<file path="config.mk">
export PLATFORM = sky130hd
export DESIGN_NAME = cfg_pins_ctrl
export DESIGN_NICKNAME = d
export VERILOG_FILES = /design/src/rtl/cfg_pins_pkg.sv /design/src/rtl/cfg_pins_ctrl.sv /design/src/rtl/pin_sync.sv
export SDC_FILE = /design/constraint.sdc
export NUM_CORES = 1
export LEC_CHECK = 0
export ABC_AREA = 1
export BUFFER_PORTS_ARGS = -buffer_cell sky130_fd_sc_hd__buf_2
export CORE_ASPECT_RATIO = 1.75
export CORE_MARGIN = 2
export CORE_UTILIZATION = 35
export DETAILED_ROUTE_END_ITERATION = 10
export GPL_TIMING_DRIVEN = 0
export PLACE_DENSITY = 0.68
export SLEW_MARGIN = 40
export SYNTH_ARGS = -nofsm -noshare
export SYNTH_HDL_FRONTEND = slang
export SYNTH_SLANG_ARGS = --single-unit
</file>
<file path="constraint.sdc">
create_clock -name core_clk_in -period 2.1 [get_ports core_clk_in]
set_clock_uncertainty 0.05 [all_clocks]
set_input_delay 0.63 -clock core_clk_in [delete_from_list [all_inputs] [get_ports core_clk_in]]
set_output_delay 0.63 -clock core_clk_in [all_outputs]
set_load 0.02 [all_outputs]
</file>
<file path="src/rtl/cfg_pins_pkg.sv">
// constants, states and pin bundles for the configuration and power-down pin logic
package cfg_pins_pkg;

	// ----------------------------------------
	// timing
	// ----------------------------------------
	localparam int CLK_MHZ            = 100;              // core clock rate
	localparam int MASTER_WAIT_US     = 30;               // least extra wait for master mode
	localparam int MASTER_WAIT_CYCLES = MASTER_WAIT_US * CLK_MHZ;
	localparam int STAB_CYCLES        = 16;               // power stabilisation model length
	localparam int CLEAR_PASS_CYCLES  = 64;               // one configuration memory clear pass
	localparam int CNT_W              = 16;

	// ----------------------------------------
	// synchroniser vector layout
	// ----------------------------------------
	localparam int SYNC_PD    = 0;
	localparam int SYNC_CLR   = 1;
	localparam int SYNC_INIT  = 2;
	localparam int SYNC_TDI   = 3;
	localparam int SYNC_TCK   = 4;
	localparam int SYNC_TMS   = 5;
	localparam int SYNC_FIXED = 6;                        // first global clock bit

	// ----------------------------------------
	// sequencer states
	// ----------------------------------------
	typedef enum logic [3:0] {
		ST_STABILIZE  = 4'h0,
		ST_CLEAR      = 4'h1,
		ST_CLEAR_LAST = 4'h2,
		ST_WAIT       = 4'h3,
		ST_MASTER     = 4'h4,
		ST_CONFIG     = 4'h5,
		ST_SUSPEND    = 4'h6,
		ST_INPUTS_ON  = 4'h7,
		ST_USER       = 4'h8,
		ST_DOWN       = 4'h9
	} seq_state_e;

	// ----------------------------------------
	// pin bundles
	// ----------------------------------------
	typedef struct packed {
		logic high_during_config;
		logic hdc_oe;
		logic low_during_config_n;
		logic ldc_oe;
		logic init_n;
		logic init_oe;
	} status_pins_s;

	typedef struct packed {
		logic tdi;
		logic tck;
		logic tms;
	} test_pins_s;

	localparam status_pins_s STATUS_RESET = '{
		high_during_config: 1'b1, hdc_oe: 1'b1,
		low_during_config_n: 1'b0, ldc_oe: 1'b1,
		init_n: 1'b0, init_oe: 1'b1};
	localparam test_pins_s TEST_IDLE = '{tdi: 1'b0, tck: 1'b0, tms: 1'b0};

endpackage : cfg_pins_pkg

</file>
<file path="src/rtl/cfg_pins_ctrl.sv">
// configuration, power-down and status pin sequencer of the programmable logic device
//
// Notes on behaviour
// - power-down pin low enters low-power state
// - power-down disables io, holds flops initialised
// - inputs read as low during power-down
// - configuration kept through power-down, no reload
// - power-down suspends configuration, restarts on release
// - on release, inputs and flops before outputs
// - no scan: test data output plain three-state
// - test pins come straight from pads
// - high-during-config driven high until io active
// - low-during-config driven low until io active
// - init line low during stabilise and clear
// - external low on init holds wait state
// - master mode waits extra 30 to 300 us
// - init pulled low on configuration data error
// - after io active, init is user pin
// - global clock pins feed nets or user
// - clear release: finish pass, one more, wait
`timescale 1ns/1ps
module cfg_pins_ctrl
	import cfg_pins_pkg::*;
#(
	parameter int IO_N   = 8,
	parameter int GCLK_N = 4
) (
	// clock and reset
	input  wire logic                core_clk_in,
	input  wire logic                rstn_in,
	// asynchronous pins
	input  wire logic                power_down_n_in,
	input  wire logic                config_clear_n_in,
	input  wire logic                init_n_in,
	input  wire logic                tdi_pin_in,
	input  wire logic                tck_pin_in,
	input  wire logic                tms_pin_in,
	input  wire logic [GCLK_N-1:0]   primary_global_clock_inputs_in,
	input  wire logic [IO_N-1:0]     user_pin_in,
	// configuration options and loader status
	input  wire logic                master_mode_in,
	input  wire logic                scan_element_used_in,
	input  wire logic [GCLK_N-1:0]   global_buffer_used_in,
	input  wire logic                config_error_in,
	input  wire logic                config_done_in,
	// user logic drive requests
	input  wire logic [IO_N-1:0]     user_out_in,
	input  wire logic [IO_N-1:0]     user_oe_in,
	input  wire status_pins_s        user_status_in,
	input  wire logic                user_tdo_in,
	input  wire logic                user_tdo_oe_in,
	// boundary-scan element
	input  wire logic                scan_tdo_in,
	input  wire logic                scan_tdo_oe_in,
	// pin drive
	output status_pins_s             status_pins_out,
	output logic                     tdo_out,
	output logic                     tdo_oe_out,
	output logic [IO_N-1:0]          user_pin_out,
	output logic [IO_N-1:0]          user_pin_oe_out,
	// internal distribution
	output logic [IO_N-1:0]          user_in_out,
	output test_pins_s               scan_test_out,
	output test_pins_s               test_user_out,
	output logic [GCLK_N-1:0]        global_net_out,
	output logic [GCLK_N-1:0]        gclk_user_out,
	// sequencer status
	output logic                     clear_mem_out,
	output logic                     config_run_out,
	output logic                     config_restart_out,
	output logic                     flops_init_out,
	output logic                     power_down_active_out
);

	localparam int SYNC_W = SYNC_FIXED + GCLK_N + IO_N;

	// ----------------------------------------
	// decoding shared by several blocks
	// ----------------------------------------
	function automatic logic io_active(input seq_state_e s);
		io_active = (s == ST_USER);
	endfunction : io_active

	function automatic logic configured(input seq_state_e s);
		configured = (s == ST_INPUTS_ON) || (s == ST_USER) || (s == ST_DOWN);
	endfunction : configured

	// ----------------------------------------
	// pin synchronisation
	// ----------------------------------------
	logic [SYNC_W-1:0] pins_async;
	logic [SYNC_W-1:0] pins_sync;

	assign pins_async = {user_pin_in, primary_global_clock_inputs_in, tms_pin_in, tck_pin_in,
		tdi_pin_in, init_n_in, config_clear_n_in, power_down_n_in};

	pin_sync #(
		.WIDTH       (SYNC_W)
	) u_sync (
		.core_clk_in (core_clk_in),
		.rstn_in     (rstn_in),
		.async_in    (pins_async),
		.sync_out    (pins_sync)
	);

	logic              pd_n_s;
	logic              clr_n_s;
	logic              init_n_s;
	test_pins_s        test_s;
	logic [GCLK_N-1:0] gclk_s;
	logic [IO_N-1:0]   user_s;

	assign pd_n_s   = pins_sync[SYNC_PD];
	assign clr_n_s  = pins_sync[SYNC_CLR];
	assign init_n_s = pins_sync[SYNC_INIT];
	assign test_s   = '{tdi: pins_sync[SYNC_TDI], tck: pins_sync[SYNC_TCK], tms: pins_sync[SYNC_TMS]};
	assign gclk_s   = pins_sync[SYNC_FIXED +: GCLK_N];
	assign user_s   = pins_sync[SYNC_FIXED + GCLK_N +: IO_N];

	// ----------------------------------------
	// sequencer
	// ----------------------------------------
	seq_state_e       state_q;
	seq_state_e       state_d;
	logic [CNT_W-1:0] cnt_q;
	logic [CNT_W-1:0] cnt_d;
	logic             err_q;
	logic             err_d;

	// next state; outside stabilise, power-down outranks everything, then the clear request
	always_comb begin
		state_d = state_q;
		cnt_d   = cnt_q + 1'b1;
		err_d   = err_q;
		case (state_q)
			ST_STABILIZE: begin
				if (cnt_q == CNT_W'(STAB_CYCLES - 1)) begin
					state_d = ST_CLEAR;
					cnt_d   = '0;
				end
			end
			ST_CLEAR: begin
				if (cnt_q == CNT_W'(CLEAR_PASS_CYCLES - 1)) begin
					cnt_d = '0;
					if (clr_n_s) begin
						state_d = ST_CLEAR_LAST;
					end
				end
			end
			ST_CLEAR_LAST: begin
				if (cnt_q == CNT_W'(CLEAR_PASS_CYCLES - 1)) begin
					state_d = ST_WAIT;
					cnt_d   = '0;
				end
			end
			ST_WAIT: begin
				cnt_d = '0;
				if (init_n_s) begin
					state_d = master_mode_in ? ST_MASTER : ST_CONFIG;
				end
			end
			ST_MASTER: begin
				if (!init_n_s) begin
					state_d = ST_WAIT;
				end else if (cnt_q == CNT_W'(MASTER_WAIT_CYCLES - 1)) begin
					state_d = ST_CONFIG;
				end
			end
			ST_CONFIG: begin
				if (config_error_in) begin
					err_d = 1'b1;
				end
				if (config_done_in && !err_q && !config_error_in) begin
					state_d = ST_INPUTS_ON;
				end
			end
			ST_SUSPEND: begin
				if (pd_n_s) begin
					state_d = ST_WAIT;
				end
			end
			ST_INPUTS_ON: begin
				state_d = ST_USER;
			end
			ST_USER: begin
				state_d = ST_USER;
			end
			ST_DOWN: begin
				if (pd_n_s) begin
					state_d = ST_INPUTS_ON;
				end
			end
			default: begin
				state_d = ST_STABILIZE;
				cnt_d   = '0;
			end
		endcase
		if (!pd_n_s && state_q != ST_STABILIZE) begin
			state_d = configured(state_q) ? ST_DOWN : ST_SUSPEND;
			cnt_d   = '0;
		end else if (!clr_n_s && state_q != ST_STABILIZE && state_q != ST_CLEAR) begin
			// a new clear request wipes the loaded contents and any error
			state_d = ST_CLEAR;
			cnt_d   = '0;
			err_d   = 1'b0;
		end
		if (state_d == ST_CLEAR && state_q != ST_CLEAR) begin
			err_d = 1'b0;
		end
	end

	// sequencer registers
	always_ff @(posedge core_clk_in) begin
		if (!rstn_in) begin
			state_q <= ST_STABILIZE;
			cnt_q   <= '0;
			err_q   <= 1'b0;
		end else begin
			state_q <= state_d;
			cnt_q   <= cnt_d;
			err_q   <= err_d;
		end
	end

	// ----------------------------------------
	// pin and distribution outputs
	// ----------------------------------------
	status_pins_s      status_d;
	logic              tdo_d;
	logic              tdo_oe_d;
	logic [IO_N-1:0]   upin_d;
	logic [IO_N-1:0]   upin_oe_d;
	logic [IO_N-1:0]   uin_d;
	test_pins_s        scan_test_d;
	test_pins_s        test_user_d;
	logic [GCLK_N-1:0] gnet_d;
	logic [GCLK_N-1:0] guser_d;
	logic              in_on;
	logic              out_on;

	// outputs decode from the next state so pins follow the sequencer without extra lag
	always_comb begin
		in_on  = (state_d == ST_INPUTS_ON) || io_active(state_d);
		out_on = io_active(state_d);
		status_d = STATUS_RESET;
		status_d.init_oe = (state_d == ST_STABILIZE) || (state_d == ST_CLEAR) || (state_d == ST_CLEAR_LAST);
		if (state_d == ST_CONFIG && err_d) begin
			status_d.init_oe = 1'b1;
		end
		if (out_on) begin
			status_d = user_status_in;
		end else if (state_d == ST_DOWN) begin
			// status pins released with the rest of the io
			status_d = '0;
			status_d.init_n = 1'b1;
		end
		upin_d    = out_on ? user_out_in : '0;
		upin_oe_d = out_on ? user_oe_in : '0;
		uin_d     = in_on ? user_s : '0;
		scan_test_d = pd_n_s ? test_s : TEST_IDLE;
		test_user_d = (in_on && configured(state_d)) ? test_s : TEST_IDLE;
		if (configured(state_d) && !scan_element_used_in) begin
			scan_test_d = TEST_IDLE;
		end
		if (scan_element_used_in) begin
			tdo_d    = scan_tdo_in;
			tdo_oe_d = pd_n_s && scan_tdo_oe_in;
		end else begin
			tdo_d    = user_tdo_in;
			tdo_oe_d = out_on && user_tdo_oe_in;
		end
		gnet_d  = in_on ? (gclk_s & global_buffer_used_in) : '0;
		guser_d = in_on ? (gclk_s & ~global_buffer_used_in) : '0;
	end

	// output registers
	always_ff @(posedge core_clk_in) begin
		if (!rstn_in) begin
			status_pins_out       <= STATUS_RESET;
			tdo_out               <= 1'b0;
			tdo_oe_out            <= 1'b0;
			user_pin_out          <= '0;
			user_pin_oe_out       <= '0;
			user_in_out           <= '0;
			scan_test_out         <= TEST_IDLE;
			test_user_out         <= TEST_IDLE;
			global_net_out        <= '0;
			gclk_user_out         <= '0;
			clear_mem_out         <= 1'b0;
			config_run_out        <= 1'b0;
			config_restart_out    <= 1'b0;
			flops_init_out        <= 1'b1;
			power_down_active_out <= 1'b0;
		end else begin
			status_pins_out       <= status_d;
			tdo_out               <= tdo_d;
			tdo_oe_out            <= tdo_oe_d;
			user_pin_out          <= upin_d;
			user_pin_oe_out       <= upin_oe_d;
			user_in_out           <= uin_d;
			scan_test_out         <= scan_test_d;
			test_user_out         <= test_user_d;
			global_net_out        <= gnet_d;
			gclk_user_out         <= guser_d;
			clear_mem_out         <= (state_d == ST_CLEAR) || (state_d == ST_CLEAR_LAST);
			config_run_out        <= (state_d == ST_CONFIG);
			config_restart_out    <= (state_d == ST_CONFIG) && (state_q != ST_CONFIG);
			flops_init_out        <= !((state_d == ST_INPUTS_ON) || io_active(state_d));
			power_down_active_out <= (state_d == ST_DOWN) || (state_d == ST_SUSPEND);
		end
	end

endmodule : cfg_pins_ctrl

</file>
<file path="src/rtl/pin_sync.sv">
// two-flop synchroniser for a vector of asynchronous pin levels
`timescale 1ns/1ps
module pin_sync #(
	parameter int WIDTH = 1
) (
	// clock and reset
	input  wire logic             core_clk_in,
	input  wire logic             rstn_in,
	// levels
	input  wire logic [WIDTH-1:0] async_in,
	output logic      [WIDTH-1:0] sync_out
);

	logic [WIDTH-1:0] meta_q;
	logic [WIDTH-1:0] meta_d;
	logic [WIDTH-1:0] sync_q;
	logic [WIDTH-1:0] sync_d;

	// first stage is read only by the second stage
	always_comb begin
		meta_d = async_in;
		sync_d = meta_q;
	end

	// reset parks both stages low, pins are treated as low until sampled
	always_ff @(posedge core_clk_in) begin
		if (!rstn_in) begin
			meta_q <= '0;
			sync_q <= '0;
		end else begin
			meta_q <= meta_d;
			sync_q <= sync_d;
		end
	end

	assign sync_out = sync_q;

endmodule : pin_sync

</file>
==> flow_summary.ini <==
[timing]
setup_slack_ps = 152.8
final.setup.tns_ps = 0
timing.fmax_mhz = 513.6
slew-limit-headroom_pct = 67.79
finalSetupViolCount = 0
holdWs_ps = 362.4
post-route-period-util_pct = 92.72
finalHoldViolCount = 0
min_period_ps = 1947
worst_pin_slew_ps = 483.2
drv_slew = 0

[floorplanning]
core_mm2 = 0.01104
start_util_pct = 35.59
rows = 51
die-area_mm2 = 0.01212
die_h_um = 144.2
die_w_um = 84.09
ios = 105

[yosys]
yosysSeqAreaShare_pct = 55.03
netlist_top_cells_count = dfxtp_1, inv_1, nand2_1
synth_ff_type = dfxtp_1
synth_edf_count = 0
yosysTopAreaCellShare_pct = 55.03
syn_area_mm2 = 0.003929
ys_async_sr_fraction_pct = 0
synth_top_area_cell = dfxtp_1
netlist_instances = 491
synth_nets = 546
syn_area_per_cell_um2 = 8.002
synthTopCellsByArea = dfxtp_1, inv_1, nand2_1
synth_warnings = 0
yosysMostFrequentCell = dfxtp_1
synthDistinctLibCells = 36
synth-seq-cells = 108

[clock_network]
cts.clk_slew.worst_paths_ps = 70
cts_buffers = 9
clock_path_buffers = 2
cts_tree = done
cts_hold_buf = 0
clock_latency_ps = 350
cts_sinks = 108
htree_levels = 3
cts-root-buf = clkbuf_16

[route]
drt-total-wl_mm = 8.882
drc = 0
ant_nets = 0
drtPass1Iterations = 4
vias = 3285
drt_iter0_markers = 79
vias_per_cell = 4.415
wire_per_inst_um = 11.94

[critical_path]
r2r-end = test_user_out[1]
crit_type = reg2reg
end_kind = flip-flop
r2r_slack_ps = 150
worst_ep_required_time_ps = 2340
endpoint = test_user_out[1]
worst_ep_arrival_time_ps = 2180
reg2reg_depth = 12
rr_startpoint = state_q[3]
crit_path_start = state_q[3]
startpoint_type = flip-flop
critPathMaxFanout = 10

[power_and_ir_drop]
ir_worst_vdd_mv = 0.5295
total_power_mw = 4.981
leakage_nw = 2.621
power_density_mw_per_mm2 = 994.8

[global_route]
overflow = 0
grt_util_met3_pct = 4.623
use_met2_pct = 27.86
globalRouteMet1Util_pct = 14.83
grt_pass1_wl_mm = 14.52
grt_max_degree = 21
busiest_layer = met2
antenna_found_initial = 0
grt_pass1_vias = 3271
grtUsageTotal_pct = 14.93

[layout]
regArea_mm2 = 0.002173
fillers = 1103
finish.utilization_pct = 45.36
insertedDiodeCount = 0
drive_gt1_share_pct = 28.43
multi_input_area_mm2 = 0.001388
final_cell_area_mm2 = 0.005007
final_nets = 662
final_cells = 744
area_growth_pct = 27.45

[hold_path]
min_path_cells = 2
hold_class = reg2reg

[placed_design]
placement.io_buffers = 103
globalplace.congestion = 0.9423
place_ws_ps = -97.54
dp.final_hpwl_mm = 6.925
place_area_mm2 = 0.004609
place_inst = 726

[outcome]
outcome = finished, final reports clean

[run]
max_cap_violations = 0
## logic make-up (layout without fill, tap and decap cells)
family | after synthesis | after routing | synth area share [%]
and+or+nand+nor | 235 | 235 | 27.61
buffers and inverters | 113 | 234 | 11.62
DFF | 108 | 108 | 55.03
AOI/OAI and AO/OA | 28 | 28 | 4.076
xor gates and xnor gates | 6 | 6 | 1.338
adders and majority gates | 1 | 1 | 0.3184
## repair_timing
action,4_1_cts,5_1_grt
buffers inserted,0,2
endpoints found under the setup margin,11,32
pin swaps,1,3
gates cloned,0,0
resized for setup,6,19
endpoints found under the hold margin,0,0
## critical path, cell delays in order, from the launching register on
cell     delay, ps
dfxtp_1        340
inv_2          140
nand2_4        100
nor2_2         220
nand4_1        140
nand3_1        140
nand2_1         70
nand2_1        120
nand3_2        120
nand2_4        140
nand2_8         80
buf_12         150
nor2_2          70
## cell type report
type                            count  area share [%]
Tap cell                          132           3.298
Sequential cell                   108           43.40
Buffer                              8           1.099
Inverter                          105           8.021
Multi-Input combinational cell    270           27.71
Timing Repair Buffer              105           10.59
Clock inverter                      6           1.299
Clock buffer                       10           4.573
## state kept, by name, summed over array words and instances, names as in the netlist, 3 cells and up
signal	cells
status_pins_out	6
user_in_out	8
cnt_q	16
scan_test_out	3
user_pin_oe_out	8
gclk_user_out	4
user_pin_out	8
global_net_out	4
u_sync.meta_q	18
u_sync.sync_out	18
test_user_out	3
state_q	4
## routing by layer
| layer | share of wire [%] | vias up | wire, um |
|---|---|---|---|
| li1 | - | 1689 | - |
| met1 | 38 | 1489 | 3348 |
| met5 | 0 | - | 0 |
| met3 | 5.7 | 16 | 509 |
| met4 | 2.2 | 0 | 191 |
| met2 | 54 | 91 | 4832 |
## placed cells by master (no fill, tap or decap), types with 2 or more instances in the layout
| cell type | n |
|---|---|
| dfxtp_2 | 6 |
| o21ai_0 | 8 |
| nor3_4 | 2 |
| buf_2 | 104 |
| nand4_1 | 7 |
| buf_4 | 4 |
| dfxtp_1 | 101 |
| o211ai_1 | 2 |
| nand3_2 | 2 |
| nor2_1 | 72 |
| clkbuf_16 | 9 |
| inv_8 | 2 |
| nor3_1 | 6 |
| o21a_1 | 2 |
| nor2_4 | 8 |
| a21oi_1 | 13 |
| inv_6 | 3 |
| nand3_1 | 19 |
| nand3b_1 | 2 |
| inv_2 | 4 |
| nand2_4 | 3 |
| clkbuf_1 | 5 |
| nand2_1 | 92 |
| nand2_2 | 5 |
| nor2_2 | 10 |
| xnor2_1 | 3 |
| inv_1 | 98 |
| xor2_1 | 3 |
## report_power, final
part / switching [mW] / total [mW] / internal (mW)
combinational: 0.734 / 1.09 / 0.359
sequential: 0.0752 / 2.23 / 2.16
clock: 0.811 / 1.66 / 0.844
total: 1.62 / 4.98 / 3.36
## how the worst min path moves through the flow
| stage | startpoint | to | slack (ps) |
|---|---|---|---|
| floorplan | u_sync.meta_q[0] | u_sync.sync_out[0] | 340 |
| global placement | u_sync.meta_q[6] | u_sync.sync_out[6] | 340 |
| detailed placement | u_sync.meta_q[4] | u_sync.sync_out[4] | 350 |
| CTS | u_sync.meta_q[4] | u_sync.sync_out[4] | 360 |
| global route | u_sync.meta_q[11] | u_sync.sync_out[11] | 380 |
| finish | u_sync.meta_q[4] | u_sync.sync_out[4] | 360 |
(Power assumes the default switching activity.)
